==> src/rtl/dac_wr_pkg.sv <==
/*
  Package for the dual-bank DAC serial write control block.
  Holds the frame layout, command codes, clear-code encodings and timing constants.
  Assumes the core clock runs at 125 MHz and samples every serial pin.
*/
package dac_wr_pkg;
  // Bits in one write frame.
  localparam int unsigned FRAME_BITS   = 32;
  // Width of the bit counter.
  localparam int unsigned CNT_W        = 6;
  // Number of channels in one bank.
  localparam int unsigned BANK_CH      = 8;
  // DAC code width.
  localparam int unsigned CODE_W       = 12;
  // Frame fields: command [27:24], address [23:20], data [19:8].
  localparam int unsigned CMD_LSB      = 24;
  localparam int unsigned ADDR_LSB     = 20;
  localparam int unsigned DATA_LSB     = 8;
  // Commands.
  localparam logic [3:0]  CMD_WR_IN    = 4'h0;
  localparam logic [3:0]  CMD_WR_UPD   = 4'h3;
  localparam logic [3:0]  CMD_CLR_CODE = 4'h5;
  localparam logic [3:0]  CMD_REF_SET  = 4'h8;
  // Clear-code encodings and their output codes.
  localparam logic [1:0]  CLR_ZERO     = 2'h0;
  localparam logic [1:0]  CLR_MID      = 2'h1;
  localparam logic [1:0]  CLR_FULL     = 2'h2;
  localparam logic [11:0] CODE_ZERO    = 12'h000;
  localparam logic [11:0] CODE_MID     = 12'h800;
  localparam logic [11:0] CODE_FULL    = 12'hfff;
  // Core clock period and the serial clock limit, both in ns.
  localparam int unsigned CORE_PERIOD_NS = 8;
  localparam int unsigned SCLK_MIN_NS    = 20;
  // Least serial clock period in core cycles, rounded up.
  localparam int unsigned SCLK_MIN_CYC   = (SCLK_MIN_NS + CORE_PERIOD_NS - 1) / CORE_PERIOD_NS;
  // Write engine states.
  typedef enum logic [1:0] {
    ST_IDLE  = 2'b00,
    ST_SHIFT = 2'b01,
    ST_DONE  = 2'b10
  } wr_state_t;
endpackage

==> src/rtl/frame_buf.sv <==
/*
  Two-entry buffer carrying completed write frames to the register logic.
  Assumes both sides run on core_clk; the draining side may stall.
*/
`timescale 1ns/1ns
module frame_buf #(
  parameter int unsigned WIDTH = 33
) (
  input  wire logic             core_clk,  // Core clock.
  input  wire logic             resetn,    // Asynchronous reset, active low.
  input  wire logic [WIDTH-1:0] in_data,   // Word offered by the filler.
  input  wire logic             in_valid,  // Filler offers a word.
  output logic                  in_ready,  // Room for a word.
  output logic [WIDTH-1:0]      out_data,  // Oldest word.
  output logic                  out_valid, // A word is held.
  input  wire logic             out_ready  // Drainer takes the word.
);
  logic [WIDTH-1:0] mem_r [2];   // Storage, addressed by index.
  logic [WIDTH-1:0] mem_nxt [2]; // Next storage.
  logic             rd_r, rd_nxt;  // Read index.
  logic             wr_r, wr_nxt;  // Write index.
  logic [1:0]       cnt_r, cnt_nxt; // Fill level.
  logic             push, pop;      // Handshake strobes.

  // Flags and pointer updates.
  always_comb begin
    push      = in_valid && (cnt_r != 2'h2);
    pop       = out_ready && (cnt_r != 2'h0);
    in_ready  = (cnt_r != 2'h2);
    out_valid = (cnt_r != 2'h0);
    out_data  = mem_r[rd_r];
    mem_nxt   = mem_r;
    if (push) begin
      mem_nxt[wr_r] = in_data;
    end
    wr_nxt  = push ? ~wr_r : wr_r;
    rd_nxt  = pop ? ~rd_r : rd_r;
    cnt_nxt = cnt_r + {1'b0, push} - {1'b0, pop};
  end

  // Registers only.
  always_ff @(posedge core_clk or negedge resetn) begin
    if (!resetn) begin
      mem_r[0] <= '0;
      mem_r[1] <= '0;
      rd_r     <= 1'b0;
      wr_r     <= 1'b0;
      cnt_r    <= 2'h0;
    end else begin
      mem_r <= mem_nxt;
      rd_r  <= rd_nxt;
      wr_r  <= wr_nxt;
      cnt_r <= cnt_nxt;
    end
  end
endmodule // frame_buf

==> src/rtl/dac_serial_wr.sv <==
/*
  Serial write port and output update control for a 16-channel DAC section.
  Assumes all pins are asynchronous to core_clk and the serial clock is much slower.
*/
// Functional notes
// Frame sync fall arms the shift register
// Capture 32 bits on falling clock edges
// Early sync rise discards the frame
// Low sync: channels 0-7; high: 8-15
// 32-bit shift register, falling edge sampling
// Host keeps serial clock at most 50 MHz
// Load pulse moves pending inputs to outputs
// Load held low updates automatically
// Clear acts on its falling edge
// Load ignored while clear held low
// Clear loads input and DAC registers
// Clear code resets to zero scale
// Internal reference off by default
// Host asserts one frame sync at once
`timescale 1ns/1ns
module dac_serial_wr (
  input  wire logic                      core_clk,               // Core clock, 125 MHz.
  input  wire logic                      resetn,                 // Asynchronous reset, active low.
  input  wire logic                      frame_sync_low_bank_n,  // Frame sync, channels 0-7, active low.
  input  wire logic                      frame_sync_high_bank_n, // Frame sync, channels 8-15, active low.
  input  wire logic                      dac_serial_clock,       // Serial clock from the host.
  input  wire logic                      dac_serial_input,       // Serial data from the host.
  input  wire logic                      output_load_strobe_n,   // Load strobe, active low.
  input  wire logic                      clear_input_n,          // Clear, falling edge active.
  output logic [dac_wr_pkg::BANK_CH*dac_wr_pkg::CODE_W-1:0] low_bank_outputs,  // DAC codes 0-7.
  output logic [dac_wr_pkg::BANK_CH*dac_wr_pkg::CODE_W-1:0] high_bank_outputs, // DAC codes 8-15.
  output logic                           low_bank_reference_oe,  // Low bank reference pin driven.
  output logic                           high_bank_reference_oe, // High bank reference pin driven.
  output logic                           serial_buffers_on,      // Serial input buffers powered.
  output logic [1:0]                     clear_code_sel          // Current clear-code setting.
);
  localparam int unsigned NCH = 2 * dac_wr_pkg::BANK_CH; // Total channels.
  localparam int unsigned FW  = dac_wr_pkg::FRAME_BITS + 1; // Frame plus bank bit.

  // Two-flop synchronisers: stage one feeds only stage two.
  logic [5:0] s1_r, s2_r;
  logic [5:0] pins;
  assign pins = {frame_sync_low_bank_n, frame_sync_high_bank_n, dac_serial_clock,
                 dac_serial_input, output_load_strobe_n, clear_input_n};
  always_ff @(posedge core_clk or negedge resetn) begin
    if (!resetn) begin
      s1_r <= 6'h3f;
      s2_r <= 6'h3f;
    end else begin
      s1_r <= pins;
      s2_r <= s1_r;
    end
  end

  logic sy_lo, sy_hi, sy_clk, sy_din, sy_ld, sy_clr;
  assign {sy_lo, sy_hi, sy_clk, sy_din, sy_ld, sy_clr} = s2_r;

  // Previous synchronised levels for edge detection.
  logic clk_d_r, clr_d_r, ld_d_r, lo_d_r, hi_d_r;
  always_ff @(posedge core_clk or negedge resetn) begin
    if (!resetn) begin
      clk_d_r <= 1'b1;
      clr_d_r <= 1'b1;
      ld_d_r  <= 1'b1;
      lo_d_r  <= 1'b1;
      hi_d_r  <= 1'b1;
    end else begin
      clk_d_r <= sy_clk;
      clr_d_r <= sy_clr;
      ld_d_r  <= sy_ld;
      lo_d_r  <= sy_lo;
      hi_d_r  <= sy_hi;
    end
  end

  logic sclk_fall, clr_fall, ld_fall, sync_fall;
  assign sclk_fall = clk_d_r && !sy_clk;
  assign clr_fall  = clr_d_r && !sy_clr;
  assign ld_fall   = ld_d_r && !sy_ld;
  assign sync_fall = (lo_d_r && !sy_lo) || (hi_d_r && !sy_hi);

  // Write engine state.
  dac_wr_pkg::wr_state_t                st_r, st_nxt;
  logic [dac_wr_pkg::FRAME_BITS-1:0]   sh_r, sh_nxt;   // Input shift register.
  logic [dac_wr_pkg::CNT_W-1:0]        cnt_r, cnt_nxt; // Bits captured.
  logic                                bank_r, bank_nxt; // 1 selects high bank.
  logic                                buf_on_r, buf_on_nxt;
  logic                                fb_in_ready, fb_out_valid, fb_out_ready;
  logic [FW-1:0]                       fb_out_data;
  logic                                push;

  // Framing and shifting.
  always_comb begin
    st_nxt     = st_r;
    sh_nxt     = sh_r;
    cnt_nxt    = cnt_r;
    bank_nxt   = bank_r;
    buf_on_nxt = buf_on_r;
    push       = 1'b0;
    case (st_r)
      dac_wr_pkg::ST_IDLE: begin
        // arm on sync fall
        if (sync_fall) begin
          st_nxt     = dac_wr_pkg::ST_SHIFT;
          cnt_nxt    = '0;
          buf_on_nxt = 1'b1;
          // bank from sync
          bank_nxt   = !sy_hi && sy_lo;
        end
      end
      dac_wr_pkg::ST_SHIFT: begin
        // early rise aborts
        if ((bank_r ? sy_hi : sy_lo)) begin
          st_nxt     = dac_wr_pkg::ST_IDLE;
          buf_on_nxt = 1'b0;
        end else if (sclk_fall) begin
          // falling edge capture
          sh_nxt  = {sh_r[dac_wr_pkg::FRAME_BITS-2:0], sy_din};
          cnt_nxt = cnt_r + 1'b1;
          if (cnt_r == dac_wr_pkg::CNT_W'(dac_wr_pkg::FRAME_BITS - 1)) begin
            st_nxt = dac_wr_pkg::ST_DONE;
          end
        end
      end
      dac_wr_pkg::ST_DONE: begin
        // Holds until the buffer has room; stall loses no frame.
        if (fb_in_ready) begin
          push       = 1'b1;
          st_nxt     = dac_wr_pkg::ST_IDLE;
          buf_on_nxt = 1'b0;
        end
      end
      default: st_nxt = dac_wr_pkg::ST_IDLE;
    endcase
  end

  always_ff @(posedge core_clk or negedge resetn) begin
    if (!resetn) begin
      st_r     <= dac_wr_pkg::ST_IDLE;
      sh_r     <= '0;
      cnt_r    <= '0;
      bank_r   <= 1'b0;
      buf_on_r <= 1'b0;
    end else begin
      st_r     <= st_nxt;
      sh_r     <= sh_nxt;
      cnt_r    <= cnt_nxt;
      bank_r   <= bank_nxt;
      buf_on_r <= buf_on_nxt;
    end
  end

  frame_buf #(.WIDTH(FW)) u_buf (
    .core_clk  (core_clk),
    .resetn    (resetn),
    .in_data   ({bank_r, sh_r}),
    .in_valid  (push),
    .in_ready  (fb_in_ready),
    .out_data  (fb_out_data),
    .out_valid (fb_out_valid),
    .out_ready (fb_out_ready)
  );

  // Register file state.
  logic [dac_wr_pkg::CODE_W-1:0] in_r  [NCH], in_nxt  [NCH]; // Input registers.
  logic [dac_wr_pkg::CODE_W-1:0] dac_r [NCH], dac_nxt [NCH]; // DAC registers.
  logic [NCH-1:0]                pend_r, pend_nxt;            // New data pending.
  logic [1:0]                    ccode_r, ccode_nxt;          // Clear-code setting.
  logic [1:0]                    ref_r, ref_nxt;              // Internal reference per bank.
  logic [dac_wr_pkg::CODE_W-1:0] clr_val;
  logic [3:0]                    f_cmd, f_addr;
  logic [3:0]                    f_ch;
  logic                          ld_go;

  // Decode frames, load strobe and clear.
  always_comb begin
    in_nxt       = in_r;
    dac_nxt      = dac_r;
    pend_nxt     = pend_r;
    ccode_nxt    = ccode_r;
    ref_nxt      = ref_r;
    fb_out_ready = 1'b1;
    f_cmd  = fb_out_data[dac_wr_pkg::CMD_LSB +: 4];
    f_addr = fb_out_data[dac_wr_pkg::ADDR_LSB +: 4];
    // high bank offsets by eight
    f_ch   = {fb_out_data[FW-1], f_addr[2:0]} ;
    case (ccode_r)
      dac_wr_pkg::CLR_MID:  clr_val = dac_wr_pkg::CODE_MID;
      dac_wr_pkg::CLR_FULL: clr_val = dac_wr_pkg::CODE_FULL;
      default:              clr_val = dac_wr_pkg::CODE_ZERO;
    endcase
    // load pulse, gated by clear
    ld_go = ld_fall && sy_clr;
    // Loads run before frame decode, so a word landing on the same channel keeps its pending mark.
    for (int i = 0; i < NCH; i++) begin
      // held-low load auto-updates
      if (pend_r[i] && (ld_go || (!sy_ld && sy_clr))) begin
        dac_nxt[i]  = in_r[i];
        pend_nxt[i] = 1'b0;
      end
    end
    if (fb_out_valid) begin
      case (f_cmd)
        dac_wr_pkg::CMD_WR_IN, dac_wr_pkg::CMD_WR_UPD: begin
          in_nxt[f_ch[3:0]]   = fb_out_data[dac_wr_pkg::DATA_LSB +: dac_wr_pkg::CODE_W];
          pend_nxt[f_ch[3:0]] = 1'b1;
        end
        dac_wr_pkg::CMD_CLR_CODE: ccode_nxt = fb_out_data[1:0];
        dac_wr_pkg::CMD_REF_SET:  ref_nxt[fb_out_data[FW-1]] = fb_out_data[0];
        default: ;
      endcase
    end
    // Clear comes last, so it wins over loads and frames in the same cycle.
    for (int i = 0; i < NCH; i++) begin
      // clear on falling edge
      if (clr_fall) begin
        in_nxt[i]   = clr_val;
        dac_nxt[i]  = clr_val;
        pend_nxt[i] = 1'b0;
      end
    end
  end

  always_ff @(posedge core_clk or negedge resetn) begin
    if (!resetn) begin
      for (int i = 0; i < NCH; i++) begin
        in_r[i]  <= '0;
        dac_r[i] <= '0;
      end
      pend_r  <= '0;
      // zero scale default
      ccode_r <= dac_wr_pkg::CLR_ZERO;
      // reference pins are inputs
      ref_r   <= 2'h0;
    end else begin
      in_r    <= in_nxt;
      dac_r   <= dac_nxt;
      pend_r  <= pend_nxt;
      ccode_r <= ccode_nxt;
      ref_r   <= ref_nxt;
    end
  end

  // Outputs straight from flip-flops.
  always_comb begin
    for (int i = 0; i < dac_wr_pkg::BANK_CH; i++) begin
      low_bank_outputs[i*dac_wr_pkg::CODE_W +: dac_wr_pkg::CODE_W]  = dac_r[i];
      high_bank_outputs[i*dac_wr_pkg::CODE_W +: dac_wr_pkg::CODE_W] = dac_r[i+dac_wr_pkg::BANK_CH];
    end
  end
  assign low_bank_reference_oe  = ref_r[0];
  assign high_bank_reference_oe = ref_r[1];
  assign serial_buffers_on      = buf_on_r;
  assign clear_code_sel         = ccode_r;
endmodule // dac_serial_wr

==> config.mk <==
export PLATFORM = sky130hd
export DESIGN_NAME = dac_serial_wr
export DESIGN_NICKNAME = d
export VERILOG_FILES = /design/src/rtl/dac_wr_pkg.sv /design/src/rtl/frame_buf.sv /design/src/rtl/dac_serial_wr.sv
export SDC_FILE = /design/constraint.sdc
export NUM_CORES = 1
export LEC_CHECK = 0
export BUFFER_PORTS_ARGS = -buffer_cell sky130_fd_sc_hd__buf_2
export CELL_PAD_IN_SITES_DETAIL_PLACEMENT = 1
export CELL_PAD_IN_SITES_GLOBAL_PLACEMENT = 2
export CORE_ASPECT_RATIO = 1.4
export CORE_MARGIN = 2
export CORE_UTILIZATION = 36
export CTS_BUF_LIST = sky130_fd_sc_hd__clkbuf_16
export CTS_CLUSTER_SIZE = 8
export DETAILED_ROUTE_END_ITERATION = 7
export PLACE_DENSITY = 0.82
export SYNTH_ARGS = -nofsm -noshare
export SYNTH_HDL_FRONTEND = slang
export SYNTH_SLANG_ARGS = --single-unit
==> constraint.sdc <==
create_clock -name core_clk -period 2.05 [get_ports core_clk]
set_input_delay 0.41 -clock core_clk [delete_from_list [all_inputs] [get_ports core_clk]]
set_output_delay 0.41 -clock core_clk [all_outputs]
set_load 0.005 [all_outputs]
==> flow_summary.toml <==
[status]
status = "finished with violations"
violations = "negative setup slack"

[synth]
yosys.cell_types.count = 56
netlist_area_sq_mm = 0.0217
ys_seq_elements = 506
synthFlopType = "dfrtp_1"
yosysSeqAreaShare = 0.584
avgSynthCellArea_sq_um = 11.1
syn-instance-count = 1954
yosysWarnings = 0
async_flop_share = 1.00
syn-num-nets = 1968
synth_edf_count = 0

[die]
io_pins = 205
rows = 106
die_h_um = 295
dieArea_sq_mm = 0.0623
start_util = 0.364
die_x_um = 212
coreArea_sq_mm = 0.0597

[global_routing]
grt_overflow = 0
grt_pass1_vias = 17945
grt_pass1_wl_um = 107000
grt_max_degree = 88
antenna_found_initial = 0
grt.total_usage = 0.223

[route]
drtIter0Drc = 972
drt_pass1_iterations = 5
wl_per_cell_um = 22.9
routed_via_density = 5.53
via_count = 16508
antenna_left = 0
drc = 0
wl_um = 68500

[clock_tree]
root_buffer = "clkbuf_16"
htreeDepth = 3
clockBufferDepth = 3
cts_buffers = 73
clkLatencyLatePin_ns = 0.61
clk_pin_slew_worst_paths_ns = 0.05
clock_sinks = 506
cts_tree = "built"

[place]
io_buffers = 204
gp_congestion = 0.807
dp_hpwl_um = 45600
placed_area_sq_mm = 0.0246

[cells_and_area]
fin_nets = 2231
final_common_cell = "dfrtp_1"
synthToLayoutAreaGrowth_pct = 24.5
drive_gt1_frac = 0.332
final_cell_mix = "490 x dfrtp_1, 340 x o21ai_0, 225 x nand2_1, 224 x a21oi_1, 203 x buf_2"
fillers = 6399
final_area_sq_mm = 0.0270

[timing]
fmax_ghz = 0.470
fin_crit_sh = 1.04
fin_skew_ns = 0.0266
setup_viol = 63
finalMaxSlewViolations = 0
slew_headroom = 0.541
hold_violations = 0
setup_ws_ns = -0.0772
rsz0062_at_grt = "yes"
worst_pin_slew_ns = 0.686
min_period_ns = 2.13

[pwr]
intPower_mw = 17.1
fin_total_pwr_mw = 22.2
leakage_nw = 12.9
p_sw_frac = 0.229
comb_power_share = 0.052
p_seq_frac = 0.462
p_switching_mw = 5.07
p_clk_frac = 0.487
peakVddDrop_uv = 512
power_density_mw_per_mm2 = 820

[critical_path]
cp-start-kind = "flop"
crit_required_ns = 2.53
worstPathMaxFanout = 16
cp-end-kind = "flop"
path_class = "flop to flop"
worst_ep_arrival_time_ns = 2.61

[job]
drv_cap = 0

[worst_hold_path]
hold_path.class = "input pin to asynchronous set/reset pin"
==> power by group through the flow <==
| stage | registers, mW | clock network (mW) | logic, mW |
|---|---|---|---|
| 2_1_floorplan | 10.4 | 0 | 0.581 |
| 3_3_place_gp | 10.4 | 0 | 1.07 |
| 3_5_place_dp | 10.4 | 0 | 1.11 |
| 4_1_cts | 10.2 | 11.0 | 1.13 |
| 5_1_grt | 10.2 | 11.5 | 1.27 |
| 6_report | 10.2 | 10.8 | 1.14 |
==> state kept, by name (all words and copies together) (netlist names) <==
signal and count:
bank_r 1, clear_code_sel 2, clk_d_r 1, clr_d_r 1, cnt_r 6, hi_d_r 1, high_bank_outputs 96, in_r 192
lo_d_r 1, low_bank_outputs 96, pend_r 16, ref_r 2, s1_r 6, s2_r 6, serial_buffers_on 1, sh_r 28
st_r 2, u_buf.cnt_r 2, u_buf.mem_r 44, u_buf.rd_r 1, u_buf.wr_r 1
==> per-stage QoR <==
step	worst slack (ns)	instances	hold WS [ns]	setup TNS, ns	utilization
after floorplan	0.00175	1954	0.114	0	-
after global placement	-0.111	2878	0.347	-7.99	0.412
after detailed placement	-0.199	2878	0.351	-18.66	0.412
after CTS	-0.0317	2978	0.315	-0.198	0.449
after global routing	-0.157	2984	0.353	-7.20	0.453
final	-0.0772	2985	0.326	-1.54	0.453
==> layout make-up <==
class	count	area (sq um)	share of cell area
Inverter	9	33.8	0.00125
Timing Repair Buffer	370	2800	0.104
Sequential cell	506	12700	0.469
Tap cell	756	946	0.0350
Clock inverter	9	48.8	0.00181
Multi-Input combinational cell	1257	8590	0.318
Antenna cell	1	2.50	0.0000926
Clock buffer	77	1930	0.0713
==> cells by family after synthesis <==
| logic type | synth area share |
|---|---|
| simple gates | 0.0619 |
| flops | 0.584 |
| compound gates | 0.185 |
| xor+xnor | 0.00161 |
| mux | 0.128 |
| buf+inv | 0.0361 |
| fa+ha+maj | 0.00346 |
==> critical path, stage by stage, from the launching register on <==
cell	delay [ns]
dfrtp_1	0.45
buf_12	0.19
nor3b_4	0.24
o22ai_1	0.16
o41a_1	0.47
buf_12	0.18
mux2_1	0.31
==> synthesized netlist by cell type, drive strengths merged, types with 15 or more instances <==
master / number / share of area
or3: 15 / 0.0043
nand2: 227 / 0.039
dfrtp: 490 / 0.56
o22ai: 18 / 0.0058
a21oi: 226 / 0.052
o21ai: 341 / 0.079
buf: 30 / 0.0082
dfstp: 16 / 0.019
clkbuf: 152 / 0.026
o211ai: 48 / 0.017
mux2: 232 / 0.12
o311ai: 49 / 0.020
==> worst paths after layout <==
kind,start,end,slack (ns),depth (start not counted)
max,u_buf.rd_r,in_r[143],-0.08,6
min,resetn,serial_buffers_on,0.33,2
max reg2reg,u_buf.rd_r,in_r[143],-0.08,6
min reg2reg,s1_r[3],s2_r[3],0.36,0
max in group asynchronous,resetn,high_bank_outputs[38],0.87,3
min in group core_clk,s1_r[3],s2_r[3],0.36,0
==> layer usage <==
metal	part of all wire	GRT usage	vias to the layer above
met5	0	0	-
met4	0.039	0.100	0
met3	0.039	0.0339	138
met2	0.53	0.401	381
met1	0.39	0.261	8477
li1	-	-	7512
==> what timing repair did <==
item                                    CTS  global route
gates cloned                              2             0
endpoints found under the setup margin  196           198
buffers inserted                          5             6
pin swaps                                 1             8
hold endpoints to repair                 21             0
resized for setup                        39            69
hold buffers                              7             0
No activity file was read; power rests on OpenSTA's default activity.
